<file path="src/core/priority_level_pkg.sv">
package priority_level_pkg;
  localparam int LEVEL_WIDTH = 4;
  localparam int LOW_WIDTH = 3;
  localparam int SOURCE_PRIO_WIDTH = 3;
  localparam int VECTOR_WIDTH = 8;
  localparam int STATUS_WIDTH = 8;
  localparam int CORE_CONTROL_WIDTH = 16;
  // field positions of the level bits in the two cpu registers
  localparam int STATUS_LEVEL_LSB = 5;
  localparam int STATUS_LEVEL_MSB = 7;
  localparam int CORE_TOP_BIT_POS = 3;
  localparam logic [LEVEL_WIDTH-1:0] LEVEL_RESET = 4'h0;
  localparam logic [VECTOR_WIDTH-1:0] VECTOR_RESET = 8'h00;
  localparam int SOURCE_COUNT = 8;
  localparam logic [VECTOR_WIDTH-1:0] VECTOR_BASE = 8'h08;
endpackage

</file>
<file path="src/core/cpu_priority_level_state.sv">
`timescale 1ns/1ps
module cpu_priority_level_state #(
  parameter int SOURCES = priority_level_pkg::SOURCE_COUNT,
  parameter logic [priority_level_pkg::VECTOR_WIDTH-1:0] VECTOR_BASE =
    priority_level_pkg::VECTOR_BASE
) (
  input wire logic clk,
  input wire logic reset,
  input wire logic status_write,
  input wire logic [priority_level_pkg::STATUS_WIDTH-1:0] status_write_data,
  input wire logic core_control_write,
  input wire logic [priority_level_pkg::CORE_CONTROL_WIDTH-1:0]
    core_control_write_data,
  input wire logic trap_entry,
  input wire logic [priority_level_pkg::LEVEL_WIDTH-1:0] trap_level,
  input wire logic level_restore,
  input wire logic [priority_level_pkg::LEVEL_WIDTH-1:0] restore_level,
  input wire logic interrupt_accept,
  input wire logic [SOURCES-1:0] source_request,
  input wire logic [SOURCES-1:0] source_enable,
  input wire logic [SOURCES*priority_level_pkg::SOURCE_PRIO_WIDTH-1:0]
    source_priority,
  output logic [priority_level_pkg::STATUS_WIDTH-1:0] status_read_data,
  output logic [priority_level_pkg::CORE_CONTROL_WIDTH-1:0]
    core_control_read_data,
  output logic [priority_level_pkg::LEVEL_WIDTH-1:0] cpu_priority_level,
  output logic interrupt_pending,
  output logic [priority_level_pkg::VECTOR_WIDTH-1:0] pending_vector_number,
  output logic [priority_level_pkg::LEVEL_WIDTH-1:0] pending_new_level
);
  localparam int LW = priority_level_pkg::LEVEL_WIDTH;
  localparam int XW = priority_level_pkg::LOW_WIDTH;
  localparam int VW = priority_level_pkg::VECTOR_WIDTH;
  localparam int PW = priority_level_pkg::SOURCE_PRIO_WIDTH;
  localparam int IW = (SOURCES > 1) ? $clog2(SOURCES) : 1;
  localparam int SMSB = priority_level_pkg::STATUS_LEVEL_MSB;
  localparam int SLSB = priority_level_pkg::STATUS_LEVEL_LSB;
  localparam int TOP_POS = priority_level_pkg::CORE_TOP_BIT_POS;

  logic [XW-1:0] current_level_low_bits;
  logic current_level_top_bit;
  logic best_valid;
  logic [IW-1:0] best_index;
  logic [PW-1:0] best_priority;
  logic [LW-1:0] best_level;
  logic offer;
  logic level_moves;

  assign cpu_priority_level = {current_level_top_bit,
                               current_level_low_bits};

  source_priority_pick #(
    .SOURCES(SOURCES),
    .INDEX_WIDTH(IW)
  ) u_source_priority_pick (
    .request(source_request),
    .enable(source_enable),
    .priority_in(source_priority),
    .best_valid(best_valid),
    .best_index(best_index),
    .best_priority(best_priority)
  );

  // source priority widened to level width before comparing
  assign best_level = {1'h0, best_priority};
  assign offer = best_valid && (best_level > cpu_priority_level);

  // any level update drops the offer for a cycle, so an accept can never
  // take a source judged against a level that has just been replaced
  assign level_moves = trap_entry || level_restore || status_write ||
    (interrupt_accept && interrupt_pending);

  // hardware level changes outrank a software write in the same cycle
  always_ff @(posedge clk) begin
    if (reset) begin
      current_level_low_bits <= priority_level_pkg::LEVEL_RESET[XW-1:0];
    end else if (trap_entry) begin
      current_level_low_bits <= trap_level[XW-1:0];
    end else if (interrupt_accept && interrupt_pending) begin
      current_level_low_bits <= pending_new_level[XW-1:0];
    end else if (level_restore) begin
      current_level_low_bits <= restore_level[XW-1:0];
    end else if (status_write) begin
      current_level_low_bits <= status_write_data[
        priority_level_pkg::STATUS_LEVEL_MSB:
        priority_level_pkg::STATUS_LEVEL_LSB];
    end
  end

  // core_control_write is deliberately not consulted here
  always_ff @(posedge clk) begin
    if (reset) begin
      current_level_top_bit <= priority_level_pkg::LEVEL_RESET[LW-1];
    end else if (trap_entry) begin
      current_level_top_bit <= trap_level[LW-1];
    end else if (interrupt_accept && interrupt_pending) begin
      current_level_top_bit <= pending_new_level[LW-1];
    end else if (level_restore) begin
      current_level_top_bit <= restore_level[LW-1];
    end
  end

  always_comb begin
    status_read_data = '0;
    status_read_data[priority_level_pkg::STATUS_LEVEL_MSB:
                     priority_level_pkg::STATUS_LEVEL_LSB] =
      current_level_low_bits;
    core_control_read_data = '0;
    core_control_read_data[priority_level_pkg::CORE_TOP_BIT_POS] =
      current_level_top_bit;
  end

  // latched view of the winning source, refreshed while it is offered
  always_ff @(posedge clk) begin
    if (reset) begin
      interrupt_pending <= 1'h0;
      pending_vector_number <= priority_level_pkg::VECTOR_RESET;
      pending_new_level <= priority_level_pkg::LEVEL_RESET;
    end else if (level_moves) begin
      // level moves this cycle; re-evaluate against it next cycle
      interrupt_pending <= 1'h0;
    end else begin
      interrupt_pending <= offer;
      if (offer) begin
        pending_vector_number <= VW'(VECTOR_BASE + VW'(best_index));
        pending_new_level <= best_level;
      end
    end
  end
endmodule

</file>
<file path="src/core/source_priority_pick.sv">
`timescale 1ns/1ps
module source_priority_pick #(
  parameter int SOURCES = priority_level_pkg::SOURCE_COUNT,
  parameter int INDEX_WIDTH = 3
) (
  input wire logic [SOURCES-1:0] request,
  input wire logic [SOURCES-1:0] enable,
  input wire logic [SOURCES*priority_level_pkg::SOURCE_PRIO_WIDTH-1:0]
    priority_in,
  output logic best_valid,
  output logic [INDEX_WIDTH-1:0] best_index,
  output logic [priority_level_pkg::SOURCE_PRIO_WIDTH-1:0] best_priority
);
  localparam int PW = priority_level_pkg::SOURCE_PRIO_WIDTH;
  logic [SOURCES:0] stage_valid;
  logic [SOURCES:0][INDEX_WIDTH-1:0] stage_index;
  logic [SOURCES:0][PW-1:0] stage_prio;

  assign stage_valid[0] = 1'h0;
  assign stage_index[0] = '0;
  assign stage_prio[0] = '0;

  // walk from the highest index down so ties go to the lowest index
  genvar i;
  generate
    for (i = 0; i < SOURCES; i++) begin : g_stage
      localparam int SRC = SOURCES - 1 - i;
      logic live;
      logic wins;
      assign live = request[SRC] & enable[SRC];
      assign wins = live &
        (!stage_valid[i] || priority_in[SRC*PW +: PW] >= stage_prio[i]);
      assign stage_valid[i+1] = stage_valid[i] | live;
      assign stage_index[i+1] = wins ? INDEX_WIDTH'(SRC) : stage_index[i];
      assign stage_prio[i+1] = wins ? priority_in[SRC*PW +: PW]
                                    : stage_prio[i];
    end
  endgenerate

  assign best_valid = stage_valid[SOURCES];
  assign best_index = stage_index[SOURCES];
  assign best_priority = stage_prio[SOURCES];
endmodule

</file>
<file path="config.mk">
export PLATFORM = sky130hd
export DESIGN_NAME = cpu_priority_level_state
export DESIGN_NICKNAME = d
export VERILOG_FILES = /design/src/core/priority_level_pkg.sv /design/src/core/cpu_priority_level_state.sv /design/src/core/source_priority_pick.sv
export SDC_FILE = /design/constraint.sdc
export NUM_CORES = 1
export LEC_CHECK = 0
export ABC_AREA = 0
export ABC_CLOCK_PERIOD_IN_PS = 12290
export BUFFER_PORTS_ARGS = -buffer_cell sky130_fd_sc_hd__buf_4
export CAP_MARGIN = 20
export CORE_ASPECT_RATIO = 0.6
export CORE_MARGIN = 2
export CORE_UTILIZATION = 35
export CTS_CLUSTER_DIAMETER = 120
export DETAILED_ROUTE_END_ITERATION = 12
export GPL_ROUTABILITY_DRIVEN = 0
export HOLD_SLACK_MARGIN = 0.12
export PLACE_DENSITY = 0.7
export SYNTH_ARGS = -nofsm -noshare
export SYNTH_HDL_FRONTEND = slang
export SYNTH_SLANG_ARGS = --single-unit
export TNS_END_PERCENT = 10
</file>
<file path="constraint.sdc">
create_clock -name clk -period 12.29 [get_ports clk]
set_input_delay 2.458 -clock clk [delete_from_list [all_inputs] [get_ports clk]]
set_output_delay 2.458 -clock clk [all_outputs]
set_load 0.005 [all_outputs]
</file>
## After elaboration in Yosys (flattened, before gate mapping)

Index checks and enable logic that the tools add are counted.

| cells by class | value |
|---|---|
| $add $sub $neg | 1 |
| order comparisons | 8 |
| equal/unequal tests | 0 |
| bitwise logic cells | 23 |
| div/mod/pow operators | 0 |
| multiplexer cells | 23 |
| reduce and logical (&&, ||, !) cells | 23 |
| shift-type cells | 0 |
| multiply operators | 0 |

Operators with widths:

| kind | number |
|---|---|
| 3-bit 2-to-1 mux | 20 |
| 3-bit >= comparator | 7 |
| 1-bit AND | 15 |
| 1-bit logical OR | 10 |
| 1-bit zero test | 7 |
| 1-bit OR | 7 |
| 4-bit by 3-bit adder with 5-bit output, first input constant | 1 |
| 3-bit by 4-bit > comparator with 1-bit output | 1 |
| 4-bit nonzero test | 1 |
| 1-bit 2-to-1 mux | 3 |
| 3-bit nonzero test | 1 |
| 1-bit logical AND | 2 |
| 2-bit AND reduction | 1 |
| 2-bit OR reduction | 1 |
| 1-bit NOT | 1 |

| storage, ports and cells | value |
|---|---|
| output and inout port bits | 41 |
| logic and storage cells | 83 |
| input port bits | 79 |
| register bits after elaboration | 16 |
| ROM bits | 0 |
| memories kept | 0 |
| bits in writable memories | 0 |
| bits in latches | 0 |

## Longest topological paths before layout

Gate-level depths: netlist of run 1.

| logic depth | value |
|---|---|
| depth in word-level cells | 33 |
| depth in mapped cells | 59 |
| gate-level depth less buffers | 58 |

## Hierarchy

Synthesis of run 1 repeated with hierarchy kept, for this count alone.

| second synthesis, totals | value |
|---|---|
| cells, all modules | 262 |
| area total of the unflattened synthesis | 2052.0 um^2 |

By module, submodules not included:

| module | seq. area each (um^2) | times used | area each (um^2) | cells each |
|---|---|---|---|---|
| source_priority_pick | 0.0 | 1 | 1149.9 | 160 |
| cpu_priority_level_state | 240.2 | 1 | 902.1 | 102 |

## Worst setup path after synthesis of run 1

No wires, ideal clock.

| timing | value |
|---|---|
| path type | input port to flip-flop |
| from | input port source_priority[23] in the netlist's numbering |
| to | register pending_new_level[0] in the netlist's numbering |
| arrival time | 13.066 ns |
| data required time | 12.202 ns |
| buffers on the path | 1 |
| path slack | -0.864 ns |
| cell stages on the path | 57 |
| library setup time | 0.088 ns |
| cells stage by stage | and3_1 -> inv_1 -> ha_1 -> nand2_2 -> o2111a_2 -> nor2_1 -> mux2_2 -> ha_1 -> nand2b_1 -> nand2_1 -> and4_1 -> nor3_1 -> a32oi_1 -> nor2_1 -> mux2_4 -> ha_1 -> nand2b_1 -> o221ai_1 -> [21 not listed] -> a21boi_0 -> a21o_1 -> mux2_2 -> ha_1 -> nand2b_1 -> a21o_1 -> a211oi_1 -> nor2_1 -> a21oi_1 -> o31ai_1 -> and2_1 -> ha_1 -> a311oi_1 -> o21ai_0 -> a21oi_1 -> clkbuf_1 -> nor2_1 -> a311oi_2 |

| between the ends | value |
|---|---|
| cells in the longest elaborated chain, start to end | 32 |

Ends and longest elaborated chain:

| what | RTL line | source |
|---|---|---|
| from (decl) | cpu_priority_level_state.sv:22 | `source_priority,` |
| 3-bit 2-to-1 mux * | source_priority_pick.sv:35 | `assign stage_prio[i+1] = wins ? priority_in[SRC*PW +: PW]` |
| 3-bit >= comparator | source_priority_pick.sv:32 | `(!stage_valid[i] \|\| priority_in[SRC*PW +: PW] >= stage_prio[i]);` |
| 1-bit logical OR | source_priority_pick.sv:32 |  |
| 1-bit AND | source_priority_pick.sv:31 | `assign wins = live &` |
| 3-bit 2-to-1 mux * | source_priority_pick.sv:35 |  |
| 3-bit >= comparator | source_priority_pick.sv:32 |  |
| 1-bit logical OR | source_priority_pick.sv:32 |  |
| 1-bit AND | source_priority_pick.sv:31 |  |
| [16 not listed] | n/a |  |
| 3-bit 2-to-1 mux * | source_priority_pick.sv:35 |  |
| 3-bit >= comparator | source_priority_pick.sv:32 |  |
| 1-bit logical OR | source_priority_pick.sv:32 |  |
| 1-bit AND | source_priority_pick.sv:31 |  |
| 3-bit 2-to-1 mux * | source_priority_pick.sv:35 |  |
| 3-bit by 4-bit > comparator with 1-bit output | cpu_priority_level_state.sv:66 | `assign offer = best_valid && (best_level > cpu_priority_level);` |
| 1-bit logical AND | cpu_priority_level_state.sv:66 |  |
| 2-bit AND reduction (no line) | n/a |  |
| to (signal assigned) | cpu_priority_level_state.sv:118 | `pending_new_level <= priority_level_pkg::LEVEL_RESET;` |
| to (signal assigned) | cpu_priority_level_state.sv:126 | `pending_new_level <= best_level;` |
| to (decl) | cpu_priority_level_state.sv:29 | `output logic [priority_level_pkg::LEVEL_WIDTH-1:0] pending_new_level` |

Mark *: on every way between the ends. The rest lies on a longest branch, timed or not.
A chain may end at the register's enable or synchronous reset.

## Worst setup path in the final report of run 1

| timing | value |
|---|---|
| from | input port source_enable[7] |
| to | register pending_new_level[2] in the netlist's numbering |

| between the ends | value |
|---|---|
| cells in the longest elaborated chain, start to end | 33 |
| elaborated cells on any way between the ends | 47 |
| those cells by class | order compare (8); mux (8); bitwise (15); reduce/logical (16) |

Ends and longest elaborated chain:

| what | RTL line | source |
|---|---|---|
| from (decl) | cpu_priority_level_state.sv:20 | `input wire logic [SOURCES-1:0] source_enable,` |
| 1-bit AND * | source_priority_pick.sv:30 | `assign live = request[SRC] & enable[SRC];` |
| 3-bit 2-to-1 mux | source_priority_pick.sv:35 |  |
| 3-bit >= comparator | source_priority_pick.sv:32 |  |
| 1-bit logical OR | source_priority_pick.sv:32 |  |
| 1-bit AND | source_priority_pick.sv:31 |  |
| 3-bit 2-to-1 mux | source_priority_pick.sv:35 |  |
| 3-bit >= comparator | source_priority_pick.sv:32 |  |
| 1-bit logical OR | source_priority_pick.sv:32 |  |
| [17 not listed] | n/a |  |
| 3-bit 2-to-1 mux | source_priority_pick.sv:35 |  |
| 3-bit >= comparator | source_priority_pick.sv:32 |  |
| 1-bit logical OR | source_priority_pick.sv:32 |  |
| 1-bit AND | source_priority_pick.sv:31 |  |
| 3-bit 2-to-1 mux | source_priority_pick.sv:35 |  |
| 3-bit by 4-bit > comparator with 1-bit output | cpu_priority_level_state.sv:66 |  |
| 1-bit logical AND | cpu_priority_level_state.sv:66 |  |
| 2-bit AND reduction (no line) | n/a |  |

Marks and branches as above.

==> qor.csv, run 1 <==
metric,value,unit
dpl hpwl,5340,um
fmax,0.0796,GHz
synthesized flop and latch total,12,
Vias,2622,
critical path startpoint category,primary input,
core box area,0.00554,sq mm
Leak,1.59,nW
I/O Buffers,72,
Worst Hold Class,reg -> reg,
TritonCTS Buffers,3,
pwr dens,71.3,mW/mm^2
ys async rst share,0,%
mux contribution to synthesized area,5.51,%
max incr delay on CP,0.34,ns
critical path class,in -> reg,
Final nets,502,
Vias/cell,5.37,
ant diodes,0,
CP arrival,12.69,ns
Layout area overhead,68.1,%
largest family of logic cells by synthesized area,simple AND/OR/NAND/NOR gates,
synthesized area,0.00200,sq mm
period utilization,102,%
crit end category,flop,
Tmin final,12.56,ns
Worst slew margin,55.4,%
GR Overflow Total,0,
H-tree depth,1,
first-pass GRT wire length,11500,um
number of global-route vias before repair,2391,
Detailed Route WL,7670,um
xor/xnor share of the synthesized area,0,%
CTS tree,yes,
setup TNS,-1.73,ns
die area,0.00635,sq mm
Antenna Nets Post-Route,0,
"most used cell, CP",ha_4,
crit-path max FO,6,
Synth Area in Adders,10.3,%
unrepaired setup endpoints after global routing,true,
CTS Sinks,12,
"Top FF cell, synth",dfxtp_1,
"Hold Violations, Final",0,
"Slew Viols, Final",0,
hold_buf cts,0,
Tot GR Track Use,22.4,%
Die Height,62.5,um
Synth Area in Simple Gates,29.9,%
number of synthesized flops with an enable pin,0,
Residual DRC,0,
"Avg Cell Area, Syn",7.17,sq um
register clock-pin slew on the reported worst setup and hold paths,0.05,ns
final worst setup slack,-0.270,ns
failing checks,setup timing,
cell taking the most area after synthesis,dfxtp_1,
worst hold margin,0.471,ns
most frequent cell after synthesis,buf_4,
WL/cell,15.7,um
layout cells sized above 1,51.7,%
Root Buffer,clkbuf_8,
post-synth top area share,12.0,%
dominant cells by area after synthesis,"dfxtp_1 12%, buf_4 11%, ha_1 8.8%",
clk_skew,0.00348,ns
worst slew pin tran,0.668,ns
std cell rows,21,
fin util,60.6,%
Max Cap Violations,0,
pin count of the biggest net entering global routing,13,
clk_lat worst skew,0.25,ns
status,"finished, violations left",
Commonest cells post-synth,"30 x buf_4, 29 x nand2_1, 26 x nor2_1, 18 x a21oi_1, 15 x inv_1",
Ports,120,
Die W,102,um
Starting Density,36.1,%
number of DRC markers in iteration 0,329,
Post-Syn Instances,279,
"Distinct cells, synth",64,
Yosys Warn Count,0,
initial antenna violation count,0,
peak supply drop,34.0,uV
clk buf depth,2,
drt first pass iters,5,
endpoints failing setup,8,
required time worst endpoint,12.42,ns
Compound-Gate Fraction of Synth Area,26.7,%
Slowest cell on crit path,mux2_4,
sequential cell area fraction in the yosys report,12.0,%
==> critical path, delay by kind of cell <==
kind,cells,cell delay (ns)
muxes,5,1.44
buffers and inverters,4,0.35
and+or+nand+nor,21,2.88
adders and majority gates,9,2.33
AOI/OAI and AO/OA,19,3.25
==> layer usage <==
layer  share of wire, %  track usage (%)  wire length (um)  vias up
met2                 45             34.5              3440      185
li1                   -                -                 -     1222
met1                 42             32.1              3250     1179
met4                2.6             4.39               196        0
met3                 10             4.59               783       36
met5                  0                0                 0        -
==> registers in the layout, indices dropped and copies added, names as in the netlist <==
| name | count |
|---|---|
| pending_vector_number | 4 |
| interrupt_pending | 1 |
| current_level_top_bit | 1 |
| pending_new_level | 3 |
| current_level_low_bits | 3 |
==> area by class of cell <==
cell class,instances,area (sq um)
inverters,15,58.8
flip-flops and latches,12,240
multi-input cells,239,1840
clock buffers,4,55.1
well taps,80,100
repair buffers,138,1060
fillers,429,2180
==> placed cells by master (no fill, tap or decap), types with 7 or more instances in the layout <==
master    synthesis  final
buf_4            30    131
conb_1            1     25
nand2_1          29     23
nor2_1           26     20
inv_1            15     14
a21oi_1          18     14
dfxtp_1          12     12
a211oi_1          9      8
ha_4              0      8
and2_1            9      7
nand3_1           7      7
==> logic make-up after synthesis <==
kind of cell,Yosys count
and+or+nand+nor,116
other,1
AOI/OAI and AO/OA,72
buffers and inverters,52
DFF,12
adders and majority gates,17
muxes,9
==> timing repair <==
| item | in CTS | in global routing |
|---|---|---|
| gates cloned | 1 | 0 |
| pin swaps | 35 | 34 |
| resized for setup | 29 | 17 |
| buffers inserted | 19 | 6 |
| endpoints found under the setup margin | 8 | 8 |
==> power by group <==
part	switching, mW	leakage [nW]	internal, mW
Sequential	0.00224	0.0980	0.0413
Clock	0.0156	0.0288	0.0284
Combinational	0.0697	1.46	0.0824
Total	0.0875	1.59	0.152
==> through the flow <==
| step | cell area, sq um | power [mW] | setup WS [ns] | cells |
|---|---|---|---|---|
| finish | 3360 | 0.240 | -0.270 | 488 |
| global route | 3360 | 0.254 | -0.612 | 488 |
| CTS | 3250 | 0.220 | -0.258 | 482 |
| detailed placement | 2900 | 0.159 | -0.650 | 458 |
| global placement | 2900 | 0.156 | -0.519 | 458 |
| floorplan | 2220 | 0.115 | 0.0241 | 303 |
==> path summary, 6_finish.rpt <==
| check | from | endpoint | slack (ns) | depth (start not counted) |
|---|---|---|---|---|
| setup / recovery | source_enable[7] | pending_new_level[2] | -0.27 | 58 |
| hold / removal | pending_vector_number[0] | pending_vector_number[0] | 0.47 | 2 |
| setup reg to reg | interrupt_pending | pending_new_level[2] | 10.06 | 8 |
| hold reg to reg | pending_vector_number[0] | pending_vector_number[0] | 0.47 | 2 |
(Power assumes the default switching activity.)
==> run 2: changes to the inputs <==
- BUFFER_PORTS_ARGS: -buffer_cell sky130_fd_sc_hd__buf_4 -> unset
- DONT_BUFFER_PORTS: unset -> 1
- PLACE_DENSITY: 0.7 -> unset
- SLEW_MARGIN: unset -> 20
==> qor.csv, run 2 (same netlist as run 1, synthesis figures left out) <==
metric,value,unit
crit end category,flop,
Largest register FFs,4,
largest register by flop count,pending_vector_number,
pre-CTS setup slack,-0.416,ns
peak supply drop,36.6,uV
Layout area overhead,35.2,%
most frequent cells in the layout,"47 x buf_4, 25 x conb_1, 23 x nand2_1, 18 x nor2_1, 14 x a21oi_1",
pwr dens,75.1,mW/mm^2
WL/cell,15.1,um
Tmin final,12.31,ns
RR Startpoint,interrupt_pending,
R2R Path End,pending_new_level[2],
Starting Density,36.1,%
unrepaired setup endpoints after global routing,true,
worst hold margin,0.493,ns
clk buf depth,2,
Final nets,412,
reg2reg path depth,8,
CTS tree,yes,
Die Height,62.5,um
first-pass GRT wire length,9450,um
final worst setup slack,-0.0173,ns
"Hold Violations, Final",0,
Vias/cell,5.34,
crit-path max FO,6,
number of DRC markers in iteration 0,140,
status,"finished, violations left",
critical path class,in -> reg,
register clock-pin slew on the reported worst setup and hold paths,0.05,ns
worst slew pin tran,0.549,ns
setup TNS,-0.0306,ns
pin count of the biggest net entering global routing,13,
std cell rows,21,
Residual DRC,0,
period utilization,100,%
Root Buffer,clkbuf_8,
initial antenna violation count,0,
Antenna Nets Post-Route,0,
Worst Hold Class,reg -> reg,
required time worst endpoint,12.42,ns
CTS Sinks,12,
clk_lat worst skew,0.24,ns
Max Cap Violations,0,
Die W,102,um
I/O Buffers,0,
Vias,2127,
clk_skew,0.00553,ns
Detailed Route WL,5990,um
hold_buf cts,0,
layout cells sized above 1,39.9,%
CP startpoint,source_priority[23],
Worst slew margin,63.4,%
fin util,48.7,%
"most used cell, CP",ha_4,
number of global-route vias before repair,1965,
GR Overflow Total,0,
drt first pass iters,6,
max incr delay on CP,0.33,ns
Slowest cell on crit path,mux2_4,
Top Registers,"pending_vector_number (4), current_level_low_bits (3), pending_new_level (3)",
ant diodes,0,
PnR Total Power,0.203,mW
"Slew Viols, Final",0,
Ports,120,
core box area,0.00554,sq mm
die area,0.00635,sq mm
fmax,0.0813,GHz
"most common cell after layout, fill and taps aside",buf_4,
CP arrival,12.44,ns
failing checks,setup timing,
Reg2Reg Setup Slack,10.12,ns
TritonCTS Buffers,3,
Leak,1.14,nW
CP endpoint,pending_new_level[2],
endpoints failing setup,2,
Tot GR Track Use,18.3,%
critical path startpoint category,primary input,
dpl hpwl,4720,um
H-tree depth,1,
## run 2: cell count changes in the layout (fill, tap and decap cells not counted), sizes merged
cell | before | now
buf | 138 | 48
## run 2: worst min-delay path by stage
stage                                   startpoint                  endpoint  slack, ns  depth (start not counted)
after global routing      pending_vector_number[2]  pending_vector_number[2]       0.53                          2
after detailed placement  pending_vector_number[1]  pending_vector_number[1]       0.49                          2
final                     pending_vector_number[2]  pending_vector_number[2]       0.49                          2
after floorplan           pending_vector_number[2]  pending_vector_number[2]       0.46                          2
after CTS                 pending_vector_number[1]  pending_vector_number[1]       0.50                          2
after global placement    pending_vector_number[0]  pending_vector_number[0]       0.48                          2
## run 2: layer usage
layer	share of wire [%]	track usage, %	routed length [um]	up-vias
met1	48	27.1	2870	989
li1	-	-	-	1040
met4	0	1.52	0	0
met2	42	26.7	2520	98
met3	10	5.70	602	0
met5	0	0	0	-
## run 2: what timing repair did
| action | in CTS | in global routing |
|---|---|---|
| endpoints found under the setup margin | 8 | 8 |
| cloned | 1 | 0 |
| setup buffers | 6 | 5 |
| resized for setup | 9 | 38 |
| pin swaps | 3 | 37 |
## run 2: critical path, delay by kind of cell
kind | cells | cell delay, ns
adders and majority gates | 9 | 2.32
buffers and inverters | 3 | 0.26
muxes | 5 | 1.39
AOI/OAI and AO/OA | 17 | 3.16
and+or+nand+nor | 22 | 2.85
## run 2: power by group
part           leakage, nW  internal [mW]  total [mW]  switching, mW
sequential          0.0980         0.0413      0.0444        0.00307
clock               0.0288         0.0283      0.0427         0.0145
combinational         1.02         0.0617       0.116         0.0540
total                 1.14          0.131       0.203         0.0716
## run 2: area by class of cell
cell class,count,area [sq um]
Clock buffer,4,55.1
Fill cell,549,2840
Inverter,15,58.8
Multi-Input combinational cell,239,1880
Sequential cell,12,240
Tap cell,80,100
Timing Repair Buffer,48,364
## run 2: metrics by stage
| step | instance area (sq um) | std cells |
|---|---|---|
| after floorplan | 2220 | 303 |
| after global placement | 2330 | 382 |
| after detailed placement | 2330 | 382 |
| after CTS | 2470 | 393 |
| after global routing | 2700 | 398 |
| final | 2700 | 398 |
==> run 3: changes to the inputs <==
- CELL_PAD_IN_SITES_DETAIL_PLACEMENT: unset -> 1
- CELL_PAD_IN_SITES_GLOBAL_PLACEMENT: unset -> 1
- CORE_ASPECT_RATIO: 0.6 -> unset
- PLACE_DENSITY_LB_ADDON: unset -> 0.1
==> qor.csv, run 3 (same netlist as run 1, synthesis figures left out) <==
metric,value,unit
status,finished clean,
share of power burned in registers,23.6,%
Reg2Reg Setup Slack,10.15,ns
Logic pwr share,58.0,%
pin count of the biggest net entering global routing,13,
ant diodes,0,
Max Cap Violations,0,
Placed Cells incl. Taps,377,
"final std cell area, no fill",0.00261,sq mm
peak supply drop,55.1,uV
GR Overflow Total,0,
Starting Density,36.3,%
period utilization,99.5,%
Net Sw Frac,35.4,%
Largest register FFs,4,
Die Height,79.6,um
Tmin final,12.23,ns
CTS Sinks,12,
CTS tree,yes,
pre-CTS setup slack,-0.464,ns
R2R Path End,pending_new_level[2],
Slowest cell on crit path,mux2_4,
clk_skew,0.00106,ns
"most common cell after layout, fill and taps aside",buf_4,
Die W,79.6,um
Vias/cell,5.30,
clk_lat worst skew,0.23,ns
Worst Hold Class,reg -> reg,
Antenna Nets Post-Route,0,
Leak,1.14,nW
dpl hpwl,4930,um
initial antenna violation count,0,
crit-path max FO,6,
number of DRC markers in iteration 0,47,
"Hold Violations, Final",0,
most frequent cells in the layout,"49 x buf_4, 25 x nand2_1, 25 x conb_1, 20 x nor2_1",
required time worst endpoint,12.42,ns
number of global-route vias before repair,2050,
Seq. cell area,240,sq um
largest register by flop count,pending_vector_number,
core box area,0.00551,sq mm
"most used cell, CP",ha_4,
Top Registers,"pending_vector_number (4), current_level_low_bits (3), pending_new_level (3)",
Vias,2078,
Final nets,415,
fill count,676,
first-pass GRT wire length,9250,um
area of the multi-input gates,0.00180,sq mm
reg2reg path depth,8,
die area,0.00633,sq mm
clk buf depth,2,
CP arrival,12.35,ns
max incr delay on CP,0.33,ns
CP endpoint,pending_new_level[2],
I/O Buffers,0,
WHS Path Cells,2,
Residual DRC,0,
WL/cell,15.1,um
Int Pwr,0.121,mW
register clock-pin slew on the reported worst setup and hold paths,0.05,ns
Worst slew margin,61.8,%
PnR Total Power,0.187,mW
endpoints failing setup,0,
Layout Cells excl Fill,392,
Area after DPL,0.00235,sq mm
layout cells sized above 1,36.3,%
CP startpoint,source_priority[23],
TritonCTS Buffers,3,
"Slew Viols, Final",0,
Tot GR Track Use,18.0,%
pwr dens,71.7,mW/mm^2
crit end category,flop,
RR Startpoint,interrupt_pending,
critical path startpoint category,primary input,
fmax,0.0818,GHz
std cell rows,27,
Clock Power Share,18.3,%
worst slew pin tran,0.573,ns
Layout area overhead,30.7,%
Detailed Route WL,5920,um
Root Buffer,clkbuf_8,
drt first pass iters,4,
final worst setup slack,0.0630,ns
Ports,120,
Net Switching,0.0663,mW
critical path class,in -> reg,
worst hold margin,0.499,ns
H-tree depth,1,
unrepaired setup endpoints after global routing,true,
run 3: cell count changes in the layout (fill, tap and decap cells not counted), moves of 2 or more:
cell     before  now
nand2_2       5    3
nor2_1       18   20
o21ai_0       1    3
ha_4         10    6
nand2_1      23   25
ha_1          4    8
buf_4        47   49
run 3: cell type report:
cell class                 instances  share of cell area [%]
tap                               72                    3.45
clock buffer                       3                    1.58
inverter                          15                    2.25
timing repair buffer              51                    14.7
sequential                        12                    9.20
multi-input combinational        239                    68.8
run 3: worst min path at each step:
stage                                          end                startpoint  slack, ns
after floorplan           pending_vector_number[2]  pending_vector_number[2]       0.46
after global placement    pending_vector_number[0]  pending_vector_number[0]       0.49
after detailed placement  pending_vector_number[1]  pending_vector_number[1]       0.50
after CTS                 pending_vector_number[1]  pending_vector_number[1]       0.51
after global routing      pending_vector_number[1]  pending_vector_number[1]       0.53
final                     pending_vector_number[2]  pending_vector_number[2]       0.50
run 3: critical path, delay by kind of cell:
kind | cells | cell delay, ns
compound gates | 19 | 3.12
simple gates | 21 | 2.74
fa+ha+maj | 9 | 2.38
mux | 5 | 1.40
buf+inv | 3 | 0.25
run 3: per-stage QoR:
stage,utilization (%),setup TNS [ns]
finish,47.4,0
global route,47.4,-3.46
CTS,45.0,-1.15
detailed placement,42.6,-3.40
global placement,42.6,-2.78
floorplan,-,0
run 3: metal layers:
layer,vias to the layer above,part of all wire [%],global-route usage (%)
met2,48,51,32.2
met1,985,45,23.3
met4,0,0.29,1.55
met3,2,4.3,3.17
met5,-,0,0
li1,1043,-,-
run 3: repair_timing:
item,in CTS,in global routing
pin swaps,6,36
hold buffers,0,0
setup buffers,7,4
setup endpoints to repair,8,8
gates cloned,1,0
gates resized for setup,10,19
run 3: power by group through the flow:
stage	registers, mW	logic, mW	clock network (mW)
4_1_cts	0.0444	0.0977	0.0352
5_1_grt	0.0446	0.121	0.0382
3_3_place_gp	0.0450	0.0895	0
6_report	0.0443	0.109	0.0343
2_1_floorplan	0.0439	0.0712	0
3_5_place_dp	0.0451	0.0916	0
